===== src/adcpp_pkg.sv =====
package adcpp_pkg;

  // ----------------------------------------------------------------
  // Widths and depths
  // ----------------------------------------------------------------
  localparam int DATA_W = 12;
  localparam int CHAN_W = 2;
  localparam int FIFO_DEPTH = 16;
  localparam int SYNC_STAGES = 2;

  // ----------------------------------------------------------------
  // Timing
  // ----------------------------------------------------------------
  localparam int CLKS_PER_SAMPLE = 16;
  localparam logic [3:0] CONV_CNT_LAST = 4'(CLKS_PER_SAMPLE - 1);
  localparam logic [3:0] CONV_CNT_RESET = 4'h0;

  // ----------------------------------------------------------------
  // Channel address codes, high bit first
  // ----------------------------------------------------------------
  localparam logic [1:0] CHAN_IN0 = 2'h0;
  localparam logic [1:0] CHAN_IN1 = 2'h1;
  localparam logic [1:0] CHAN_IN2 = 2'h2;
  localparam logic [1:0] CHAN_IN3 = 2'h3;

  // ----------------------------------------------------------------
  // Reset values
  // ----------------------------------------------------------------
  localparam logic BUSY_N_RESET = 1'h1;
  localparam logic [DATA_W-1:0] DATA_RESET = 12'h000;
  localparam logic [4:0] HOST_PINS_IDLE = 5'h1C;

  // ----------------------------------------------------------------
  // Carriers
  // ----------------------------------------------------------------
  typedef struct packed {
    logic chipSelN;
    logic convertN;
    logic readN;
    logic channel_sel_bit1;
    logic channel_sel_bit0;
  } adcpp_host_t;

  typedef struct packed {
    logic [CHAN_W-1:0] chan;
    logic [DATA_W-1:0] code;
  } adcpp_result_t;

  typedef enum logic [3:0] {
    ST_IDLE = 4'h1,
    ST_ACQ = 4'h2,
    ST_CONV = 4'h4,
    ST_DONE = 4'h8
  } adcpp_state_t;

endpackage


===== src/adcpp_port.sv =====
// Overview of operation
// - Chip select low with convert strobe low starts a new conversion.
// - Starting a conversion releases the parallel data outputs.
// - A qualified convert strobe chooses the sampled input from the address.
// - Busy goes low at conversion start and stays low throughout.
// - At completion busy rises and the data outputs take the new result.
// - Read strobe low with chip select low presents the result.
// - Address inputs are latched on rising edge of read or convert.
// - Latched address 00,01,10,11 selects input 0,1,2,3.
// - Each sample takes sixteen cycles of the external conversion clock.
// - Result sits on the data lines with line 0 the least significant.
`timescale 1ns/100ps

// ------------------------------------------------------------------
// Result FIFO
// ------------------------------------------------------------------
module adcpp_fifo #(
  parameter int WIDTH = 14,
  parameter int DEPTH = 16
) (
  // Clock and reset
  input wire logic clk,
  input wire logic reset_n,
  // Fill side
  input wire logic inValid,
  output logic inReady,
  input wire logic [WIDTH-1:0] inData,
  // Drain side
  output logic outValid,
  input wire logic outReady,
  output logic [WIDTH-1:0] outData
);
  localparam int AW = $clog2(DEPTH);

  logic [WIDTH-1:0] mem [DEPTH];
  logic [AW:0] wrPtr_reg;
  logic [AW:0] rdPtr_reg;
  logic isFull;
  logic isEmpty;
  logic doPush;
  logic doPop;

  assign isEmpty = (wrPtr_reg == rdPtr_reg);
  assign isFull = (wrPtr_reg[AW-1:0] == rdPtr_reg[AW-1:0]) &&
                  (wrPtr_reg[AW] != rdPtr_reg[AW]);
  assign inReady = !isFull;
  assign outValid = !isEmpty;
  assign outData = mem[rdPtr_reg[AW-1:0]];
  assign doPush = inValid && !isFull;
  assign doPop = outReady && !isEmpty;

  always_ff @(posedge clk) begin
    if (doPush) begin
      mem[wrPtr_reg[AW-1:0]] <= inData;
    end
  end

  always_ff @(posedge clk) begin
    if (!reset_n) begin
      wrPtr_reg <= '0;
    end else if (doPush) begin
      wrPtr_reg <= wrPtr_reg + 1'b1;
    end
  end

  always_ff @(posedge clk) begin
    if (!reset_n) begin
      rdPtr_reg <= '0;
    end else if (doPop) begin
      rdPtr_reg <= rdPtr_reg + 1'b1;
    end
  end
endmodule

// ------------------------------------------------------------------
// Conversion control and parallel read port
// ------------------------------------------------------------------
module adcpp_port (
  // Clock and reset
  input wire logic clk,
  input wire logic reset_n,
  // Host bus pins, asynchronous to clk
  input wire adcpp_pkg::adcpp_host_t hostPins,
  // External conversion clock pin, asynchronous to clk
  input wire logic convClk,
  // Digitised samples of the four inputs, on clk
  input wire logic [adcpp_pkg::DATA_W-1:0] analog_input_0,
  input wire logic [adcpp_pkg::DATA_W-1:0] analog_input_1,
  input wire logic [adcpp_pkg::DATA_W-1:0] analog_input_2,
  input wire logic [adcpp_pkg::DATA_W-1:0] analog_input_3,
  // Host bus outputs
  output logic busyN,
  output logic [adcpp_pkg::DATA_W-1:0] resultOut,
  output logic resultOe
);

  // ----------------------------------------------------------------
  // Input synchronisers
  // ----------------------------------------------------------------
  localparam int NSYNC = 6;
  localparam logic [NSYNC-1:0] SYNC_IDLE = {1'b0,
                                            adcpp_pkg::HOST_PINS_IDLE};

  logic [NSYNC-1:0] rawPins;
  logic [NSYNC-1:0] syncPins;
  logic [NSYNC-1:0] syncFirst_reg;
  logic [NSYNC-1:0] syncSecond_reg;

  assign rawPins = {convClk, hostPins};

  // Only the second stage is read; the first may still be settling.
  for (genvar i = 0; i < NSYNC; i++) begin : g_sync
    always_ff @(posedge clk) begin
      if (!reset_n) begin
        syncFirst_reg[i] <= SYNC_IDLE[i];
        syncSecond_reg[i] <= SYNC_IDLE[i];
      end else begin
        syncFirst_reg[i] <= rawPins[i];
        syncSecond_reg[i] <= syncFirst_reg[i];
      end
    end
  end

  assign syncPins = syncSecond_reg;

  // ----------------------------------------------------------------
  // Strobe and clock edges
  // ----------------------------------------------------------------
  adcpp_pkg::adcpp_host_t syncHost;
  adcpp_pkg::adcpp_host_t prevHost_reg;
  logic syncConvClk;
  logic prevConvClk_reg;
  logic convTick;
  logic startReq;
  logic convRise;
  logic readRise;
  logic readActive;

  assign syncHost = syncPins[4:0];
  assign syncConvClk = syncPins[5];

  // Previous levels reset to the idle pin levels, so that no false
  // strobe edge follows reset.
  always_ff @(posedge clk) begin
    if (!reset_n) begin
      prevHost_reg <= adcpp_pkg::HOST_PINS_IDLE;
      prevConvClk_reg <= 1'b0;
    end else begin
      prevHost_reg <= syncHost;
      prevConvClk_reg <= syncConvClk;
    end
  end

  // The conversion clock becomes a one-cycle enable on its rising edge.
  assign convTick = syncConvClk && !prevConvClk_reg;
  assign startReq = !syncHost.chipSelN && !syncHost.convertN &&
                    (prevHost_reg.chipSelN || prevHost_reg.convertN);
  assign convRise = syncHost.convertN && !prevHost_reg.convertN;
  assign readRise = syncHost.readN && !prevHost_reg.readN;
  assign readActive = !syncHost.chipSelN && !syncHost.readN;

  // ----------------------------------------------------------------
  // Channel address latch and input select
  // ----------------------------------------------------------------
  logic [adcpp_pkg::CHAN_W-1:0] chanLatch_reg;
  logic [adcpp_pkg::DATA_W-1:0] selCode;

  always_ff @(posedge clk) begin
    if (!reset_n) begin
      chanLatch_reg <= adcpp_pkg::CHAN_IN0;
    end else if (convRise || readRise) begin
      chanLatch_reg <= {syncHost.channel_sel_bit1,
                        syncHost.channel_sel_bit0};
    end
  end

  always_comb begin
    case (chanLatch_reg)
      adcpp_pkg::CHAN_IN0: selCode = analog_input_0;
      adcpp_pkg::CHAN_IN1: selCode = analog_input_1;
      adcpp_pkg::CHAN_IN2: selCode = analog_input_2;
      adcpp_pkg::CHAN_IN3: selCode = analog_input_3;
      default: selCode = analog_input_0;
    endcase
  end

  // ----------------------------------------------------------------
  // Conversion sequencer
  // ----------------------------------------------------------------
  adcpp_pkg::adcpp_state_t state_reg;
  adcpp_pkg::adcpp_state_t state_next;
  logic [3:0] convCnt_reg;
  logic lastTick;
  logic drainReady;
  logic popNow;
  logic fifoInReady;
  logic fifoOutValid;
  adcpp_pkg::adcpp_result_t fifoIn;
  adcpp_pkg::adcpp_result_t fifoOut;

  assign lastTick = (state_reg == adcpp_pkg::ST_CONV) && convTick &&
                    (convCnt_reg == adcpp_pkg::CONV_CNT_LAST);
  assign drainReady = (state_reg == adcpp_pkg::ST_DONE);
  assign popNow = drainReady && fifoOutValid;
  assign fifoIn.chan = chanLatch_reg;
  assign fifoIn.code = selCode;

  always_comb begin
    state_next = state_reg;
    case (state_reg)
      adcpp_pkg::ST_IDLE: begin
        if (startReq) begin
          state_next = adcpp_pkg::ST_ACQ;
        end
      end
      adcpp_pkg::ST_ACQ: begin
        // The channel is only known once the convert strobe ends.
        if (convRise) begin
          state_next = adcpp_pkg::ST_CONV;
        end
      end
      adcpp_pkg::ST_CONV: begin
        // A full buffer holds the last count until the next tick.
        if (lastTick && fifoInReady) begin
          state_next = adcpp_pkg::ST_DONE;
        end
      end
      adcpp_pkg::ST_DONE: begin
        if (popNow) begin
          state_next = adcpp_pkg::ST_IDLE;
        end
      end
      default: state_next = adcpp_pkg::ST_IDLE;
    endcase
  end

  always_ff @(posedge clk) begin
    if (!reset_n) begin
      state_reg <= adcpp_pkg::ST_IDLE;
    end else begin
      state_reg <= state_next;
    end
  end

  always_ff @(posedge clk) begin
    if (!reset_n) begin
      convCnt_reg <= adcpp_pkg::CONV_CNT_RESET;
    end else if (state_reg != adcpp_pkg::ST_CONV) begin
      convCnt_reg <= adcpp_pkg::CONV_CNT_RESET;
    end else if (convTick && convCnt_reg != adcpp_pkg::CONV_CNT_LAST) begin
      convCnt_reg <= convCnt_reg + 4'h1;
    end
  end

  adcpp_fifo #(
    .WIDTH(adcpp_pkg::CHAN_W + adcpp_pkg::DATA_W),
    .DEPTH(adcpp_pkg::FIFO_DEPTH)
  ) u_adcpp_fifo (
    .clk(clk),
    .reset_n(reset_n),
    .inValid(lastTick),
    .inReady(fifoInReady),
    .inData(fifoIn),
    .outValid(fifoOutValid),
    .outReady(drainReady),
    .outData(fifoOut)
  );

  // ----------------------------------------------------------------
  // Host bus outputs
  // ----------------------------------------------------------------
  logic busyN_reg;
  logic resultOe_reg;
  logic [adcpp_pkg::DATA_W-1:0] resultOut_reg;

  // Busy mirrors the next state so that it falls on the start edge.
  always_ff @(posedge clk) begin
    if (!reset_n) begin
      busyN_reg <= adcpp_pkg::BUSY_N_RESET;
    end else begin
      busyN_reg <= (state_next == adcpp_pkg::ST_IDLE);
    end
  end

  // Drive is dropped on the start edge and allowed again only with
  // busy high, so the bus never shows a half-finished result.
  always_ff @(posedge clk) begin
    if (!reset_n) begin
      resultOe_reg <= 1'b0;
    end else begin
      resultOe_reg <= (state_next == adcpp_pkg::ST_IDLE) &&
                      readActive;
    end
  end

  always_ff @(posedge clk) begin
    if (!reset_n) begin
      resultOut_reg <= adcpp_pkg::DATA_RESET;
    end else if (popNow) begin
      resultOut_reg <= fifoOut.code;
    end
  end

  assign busyN = busyN_reg;
  assign resultOe = resultOe_reg;
  assign resultOut = resultOut_reg;
endmodule


===== config.mk =====
export PLATFORM = sky130hd
export DESIGN_NAME = adcpp_port
export DESIGN_NICKNAME = d
export VERILOG_FILES = /design/src/adcpp_pkg.sv /design/src/adcpp_port.sv
export SDC_FILE = /design/constraint.sdc
export NUM_CORES = 1
export LEC_CHECK = 0
export BUFFER_PORTS_ARGS = -buffer_cell sky130_fd_sc_hd__buf_2
export CORE_UTILIZATION = 55
export DETAILED_ROUTE_END_ITERATION = 12
export PLACE_DENSITY = 0.76
export SYNTH_ARGS = -nofsm -noshare
export SYNTH_HDL_FRONTEND = slang
export SYNTH_SLANG_ARGS = --single-unit

===== constraint.sdc =====
create_clock -name clk -period 2.65 [get_ports clk]
set_input_delay 0.53 -clock clk [delete_from_list [all_inputs] [get_ports clk]]
set_output_delay 0.53 -clock clk [all_outputs]
set_load 0.01 [all_outputs]

Yosys cells after proc, flatten, opt, wreduce, memory -nomap -nowiden

Memories as Yosys holds them, arrays and structs flattened. A register that Yosys moved wholly into a read port is not among the register bits.
Cells that the tools add are included.

Reduce and logical (&&, ||, !) cells: 26
Bitwise gates (word level): 1
Add/subtract/negate cells: 3
Equal/unequal tests: 14
Muxes and demuxes: 8

Operators with widths:

| cell                                                            | count |
|---|---|
| 12-bit one-hot mux with 4 select lines                          | 1 |
| 4-bit two-way mux                                               | 4 |
| 4-bit one-hot mux with 4 select lines                           | 1 |
| 1-bit logical AND                                               | 13 |
| 5-bit by 1-bit adder with 5-bit output, second input constant   | 2 |
| 1-bit logical NOT                                               | 9 |
| 4-bit by 1-bit == test with 1-bit output, second input constant | 2 |
| 4-bit == test, second input constant                            | 2 |
| 5-bit == test                                                   | 1 |
| 4-bit by 1-bit adder with 4-bit output, second input constant   | 1 |
| 2-bit == test, second input constant                            | 2 |
| 4-bit by 2-bit == test with 1-bit output, second input constant | 1 |
| 4-bit by 3-bit == test with 1-bit output, second input constant | 1 |
| 4-bit == test                                                   | 1 |
| 4-bit by 3-bit != test with 1-bit output, second input constant | 1 |
| 4-bit != test, second input constant                            | 1 |
| 2-bit by 1-bit == test with 1-bit output, second input constant | 1 |
| 2-bit logical NOT                                               | 1 |
| 1-bit logical OR                                                | 2 |
| 1-bit two-way mux                                               | 2 |
| 2-bit OR reduction                                              | 1 |
| 1-bit != test                                                   | 1 |
| 1-bit inverter                                                  | 1 |

Bits in writable memories: 224
Memories: 1
Bits of input ports: 56
Bits in registers: 38
Logic and storage cells: 76
Output and inout bits: 14

Memories:

| name             | depth | bits a word | rd ports | clocked after Yosys merged registers in | write ports | line             | source |
|---|---|---|---|---|---|---|---|
| u_adcpp_fifo.mem | 16    | 14          | 1        | 1                                       | 1           | adcpp_port.sv:35 | `logic [WIDTH-1:0] mem [DEPTH];` |

Logic depth before layout (Yosys ltp)

Depth after elaboration: 9
Mapped depth: 8
Gate-level depth less buffers: 6

Hierarchy

From an unflattened synthesis, not the netlist that was laid out.

Cell total of the unflattened synthesis: 582
Area, all modules: 11282.1 sq um

Modules (own cells, without submodules):

| module     | area each (sq um) | cells each | instances |
|---|---|---|---|
| adcpp_fifo | 9445.3            | 416        | 1 |
| adcpp_port | 1836.8            | 166        | 1 |

Least setup slack after synthesis

OpenSTA, ideal clock, no wires.

Kind: register to register
From: register convCnt_reg[0]
To: memory u_adcpp_fifo.mem[3][0] (enable)
Setup slack: 283 ps
Buffers on the path: 0
Setup time: 396 ps
Data arrival time: 1971 ps
Cell stages (with the launch flop): 6
Data required time: 2254 ps
Period minus slack after synthesis: 2367 ps
Cell sequence: dfxtp_1 > ha_1 > and3b_1 > and4_1 > o211ai_1 > nor3_1

Longest elaborated chain between the ends: 5

Ends and longest elaborated chain:

| item                                    | line              | source |
|---|---|---|
| start, declared                         | adcpp_port.sv:192 | `logic [3:0] convCnt_reg;` |
| start signal, assigned                  | adcpp_port.sv:247 | `convCnt_reg <= adcpp_pkg::CONV_CNT_RESET;` |
| start signal, assigned                  | adcpp_port.sv:249 | `convCnt_reg <= adcpp_pkg::CONV_CNT_RESET;` |
| start signal, assigned                  | adcpp_port.sv:251 | `convCnt_reg <= convCnt_reg + 4'h1;` |
| 4-bit == test                           | adcpp_port.sv:202 | `(convCnt_reg == adcpp_pkg::CONV_CNT_LAST);` |
| 1-bit logical AND                       | adcpp_port.sv:201 | `assign lastTick = (state_reg == adcpp_pkg::ST_CONV) && convTick &&` |
| 1-bit logical AND                       | adcpp_port.sv:49  | `assign doPush = inValid && !isFull;` |
| 1-bit two-way mux                       | adcpp_port.sv:53  | `if (doPush) begin` |
| 1-bit two-way mux (implied by the code) | adcpp_port.sv:54  | `mem[wrPtr_reg[AW-1:0]] <= inData;` |
| end, declared                           | adcpp_port.sv:35  |  |

No other way between the ends.

Worst setup path after layout

From: register convCnt_reg[0]
To: memory u_adcpp_fifo.mem[7][4] (enable)

Same word-level chain as after synthesis.

==> flow_summary.yaml <==
routing:
  viasPerCell: 6.00
  vias: 5304
  ant_nets: 0
  drtIter0Drc: 388
  wl_mm: 19.6
  drc: 0
  wl_per_cell_um: 22.1
  firstDrtPassIters: 5
setup_path:
  arrival_ns: 2.61
  crit_path_max_fanout: 12
  critPathSlowestCell: "nor2b_1"
  crit_buf_inv: 0
  required_ns: 2.78
  crit_family: "simple AND/OR/NAND/NOR gates"
  max_stage_delay_ns: 0.88
  crit_chain: "ha_1 -> and3b_1 -> and4_1 -> o211ai_1 -> nor2b_1"
  crit_path_end_kind: "register"
  worst-setup-path-type: "reg2reg"
  start_kind: "register"
clocking:
  cts.path.max_buffers: 3
  htreeDepth: 1
  clock_latency_ns: 0.51
  cts_tree: "done"
  clk_pin_slew_ns: 0.06
  post_cts_resized: 0
  clk_root_buffer_cell: "clkbuf_16"
  cts_num_sinks: 242
  postCtsHoldBufs: 0
  cts_setup_buffers: 0
  cts_buffers: 24
die:
  core_area_um2: 17300
  ios: 70
  start_util: 0.564
  rows: 48
  die_y_um: 135
  die_w_um: 135
  dieArea_um2: 18300
final_layout:
  nNetsFinal: 703
  diodes: 0
  drive_gt1_frac: 0.247
  synthToLayoutAreaGrowth_pct: 13.6
  largest_reg_flops: 192
  fin_area_um2: 11100
global_routing:
  grt_pass1_wl_mm: 30.4
  gr-total-overflow: 0
  first_global_vias: 5394
  grt_antenna_before_repair: 0
  grt_start_max_net_pins: 77
  track_usage: 0.227
flow_run:
  maxCapViolCount: 0
synth:
  synthCells: 565
  syn_area_um2: 9760
  async_flop_share: 0
  synth_edf_count: 192
  yosys_most_used_dff: "edfxtp_1"
  yosys_warnings: 0
  synth.distinct_cells: 42
  synth_seq_area_share: 0.693
  syn_avg_cell_area_um2: 17.3
  ys_ff_latch: 242
  syn-num-nets: 627
sta:
  slew_violations: 0
  fin_worst_skew_ns: 0.0102
  period_minus_slack_ns: 2.49
  worst_pin_slew_ns: 1.05
  hold_viol: 0
  fmax_mhz: 402
  timing.final.crit_share: 0.938
  fin_hold_ws_ns: 0.233
  relSlewSlack: 0.295
  setup_violations: 0
  grt_setup_unrepaired: "true"
placed_design:
  place_congestion: 0.818
  dp_hpwl_mm: 12.5
  placed_cell_area_um2: 10300
  io_buffers: 69
outcome:
  status: "completed"
power_and_ir_drop:
  power.total_uw: 7540
  ir_worst_vdd_uv: 513
  p_leak_uw: 0.00377
  p_per_area_nw_per_um2: 680
hold_path:
  hp-class: "in2reg"
[final timing paths]
check / cells past startpoint / slack, ns / from / to
max reg2reg: 5 / 0.16 / convCnt_reg[0]$_SDFFE_PP0P_ / u_adcpp_fifo.mem[7][4]$_DFFE_PP_
max: 5 / 0.16 / convCnt_reg[0]$_SDFFE_PP0P_ / u_adcpp_fifo.mem[7][4]$_DFFE_PP_
min: 2 / 0.23 / hostPins[0] / syncFirst_reg[0]$_SDFF_PN0_
min reg2reg: 1 / 0.42 / syncFirst_reg[3]$_SDFF_PN1_ / syncHost[3]$_SDFF_PN1_
[cells in the final DEF, fill, tap and decap left out, drive strengths merged, types with 12 or more instances in the layout]
cell type  instances
o22ai             12
buf               84
a211oi            12
a21oi             29
mux2              24
nor3              14
edfxtp           192
and3              14
nand2b            13
nor2              18
dfxtp             50
o21ai             16
mux4              48
nor2b             17
clkbuf            33
[where the power goes]
part           switching, µW  internal [µW]  leakage [µW]  total, µW
clock network           1330           1950      0.000372       3270
registers               3.93           4110       0.00213       4120
logic                   98.0           54.3       0.00127        152
[worst reg2reg max path: cells and delay by family (launching register included)]
family / cells / cell delay, ns
compound gates: 1 / 0.23
flops: 1 / 0.37
fa+ha+maj: 1 / 0.20
simple gates: 3 / 1.31
[synthesized netlist by cell type (all sizes together), types with 5 or more instances]
master,instances,area [µm²]
xnor2,8,70.1
clkbuf,12,45.0
nand2b,13,81.3
nor2,18,67.6
xor2,5,43.8
mux2,24,270
nor3,14,70.1
mux4,48,1190
dfxtp,50,1000
edfxtp,192,5770
a21oi,29,145
and2,7,43.8
ha,6,75.1
nand2,11,41.3
and3,14,87.6
o22ai,12,75.1
a211oi,12,90.1
o21ai,16,80.1
buf,22,139
nor2b,17,106
mux2i,6,60.1
inv,6,22.5
[final cells by class]
type	instances	area, µm²
clock buffers	33	666
clock inverters	11	101
fillers	1172	6210
multi-input cells	283	2790
flip-flops and latches	242	6770
inverters	6	22.5
repair buffers	84	458
well taps	225	282
[logic make-up after synthesis]
family,synth area share
adders and majority gates,0.00769
buffers and inverters,0.0211
and+or+nand+nor,0.0629
muxes,0.156
xor gates and xnor gates,0.0117
DFF,0.693
AOI/OAI and AO/OA,0.0473
[stage by stage]
stage	setup slack (ns)	TNS [ns]	util	instances
after floorplan	0.283	0	-	565
after global placement	0.202	0	0.597	840
after detailed placement	0.145	0	0.597	840
after CTS	0.137	0	0.641	884
after global routing	-0.0345	-0.530	0.641	884
final	0.163	0	0.641	884
[layer usage]
| layer | global-route usage | up-vias | part of all wire |
|---|---|---|---|
| met3 | 0.0412 | 34 | 0.070 |
| met4 | 0.0818 | 0 | 0.028 |
| met2 | 0.373 | 223 | 0.48 |
| li1 | - | 2404 | - |
| met1 | 0.307 | 2643 | 0.42 |
| met5 | 0 | - | 0 |
No activity file was read; power rests on OpenSTA's default activity.
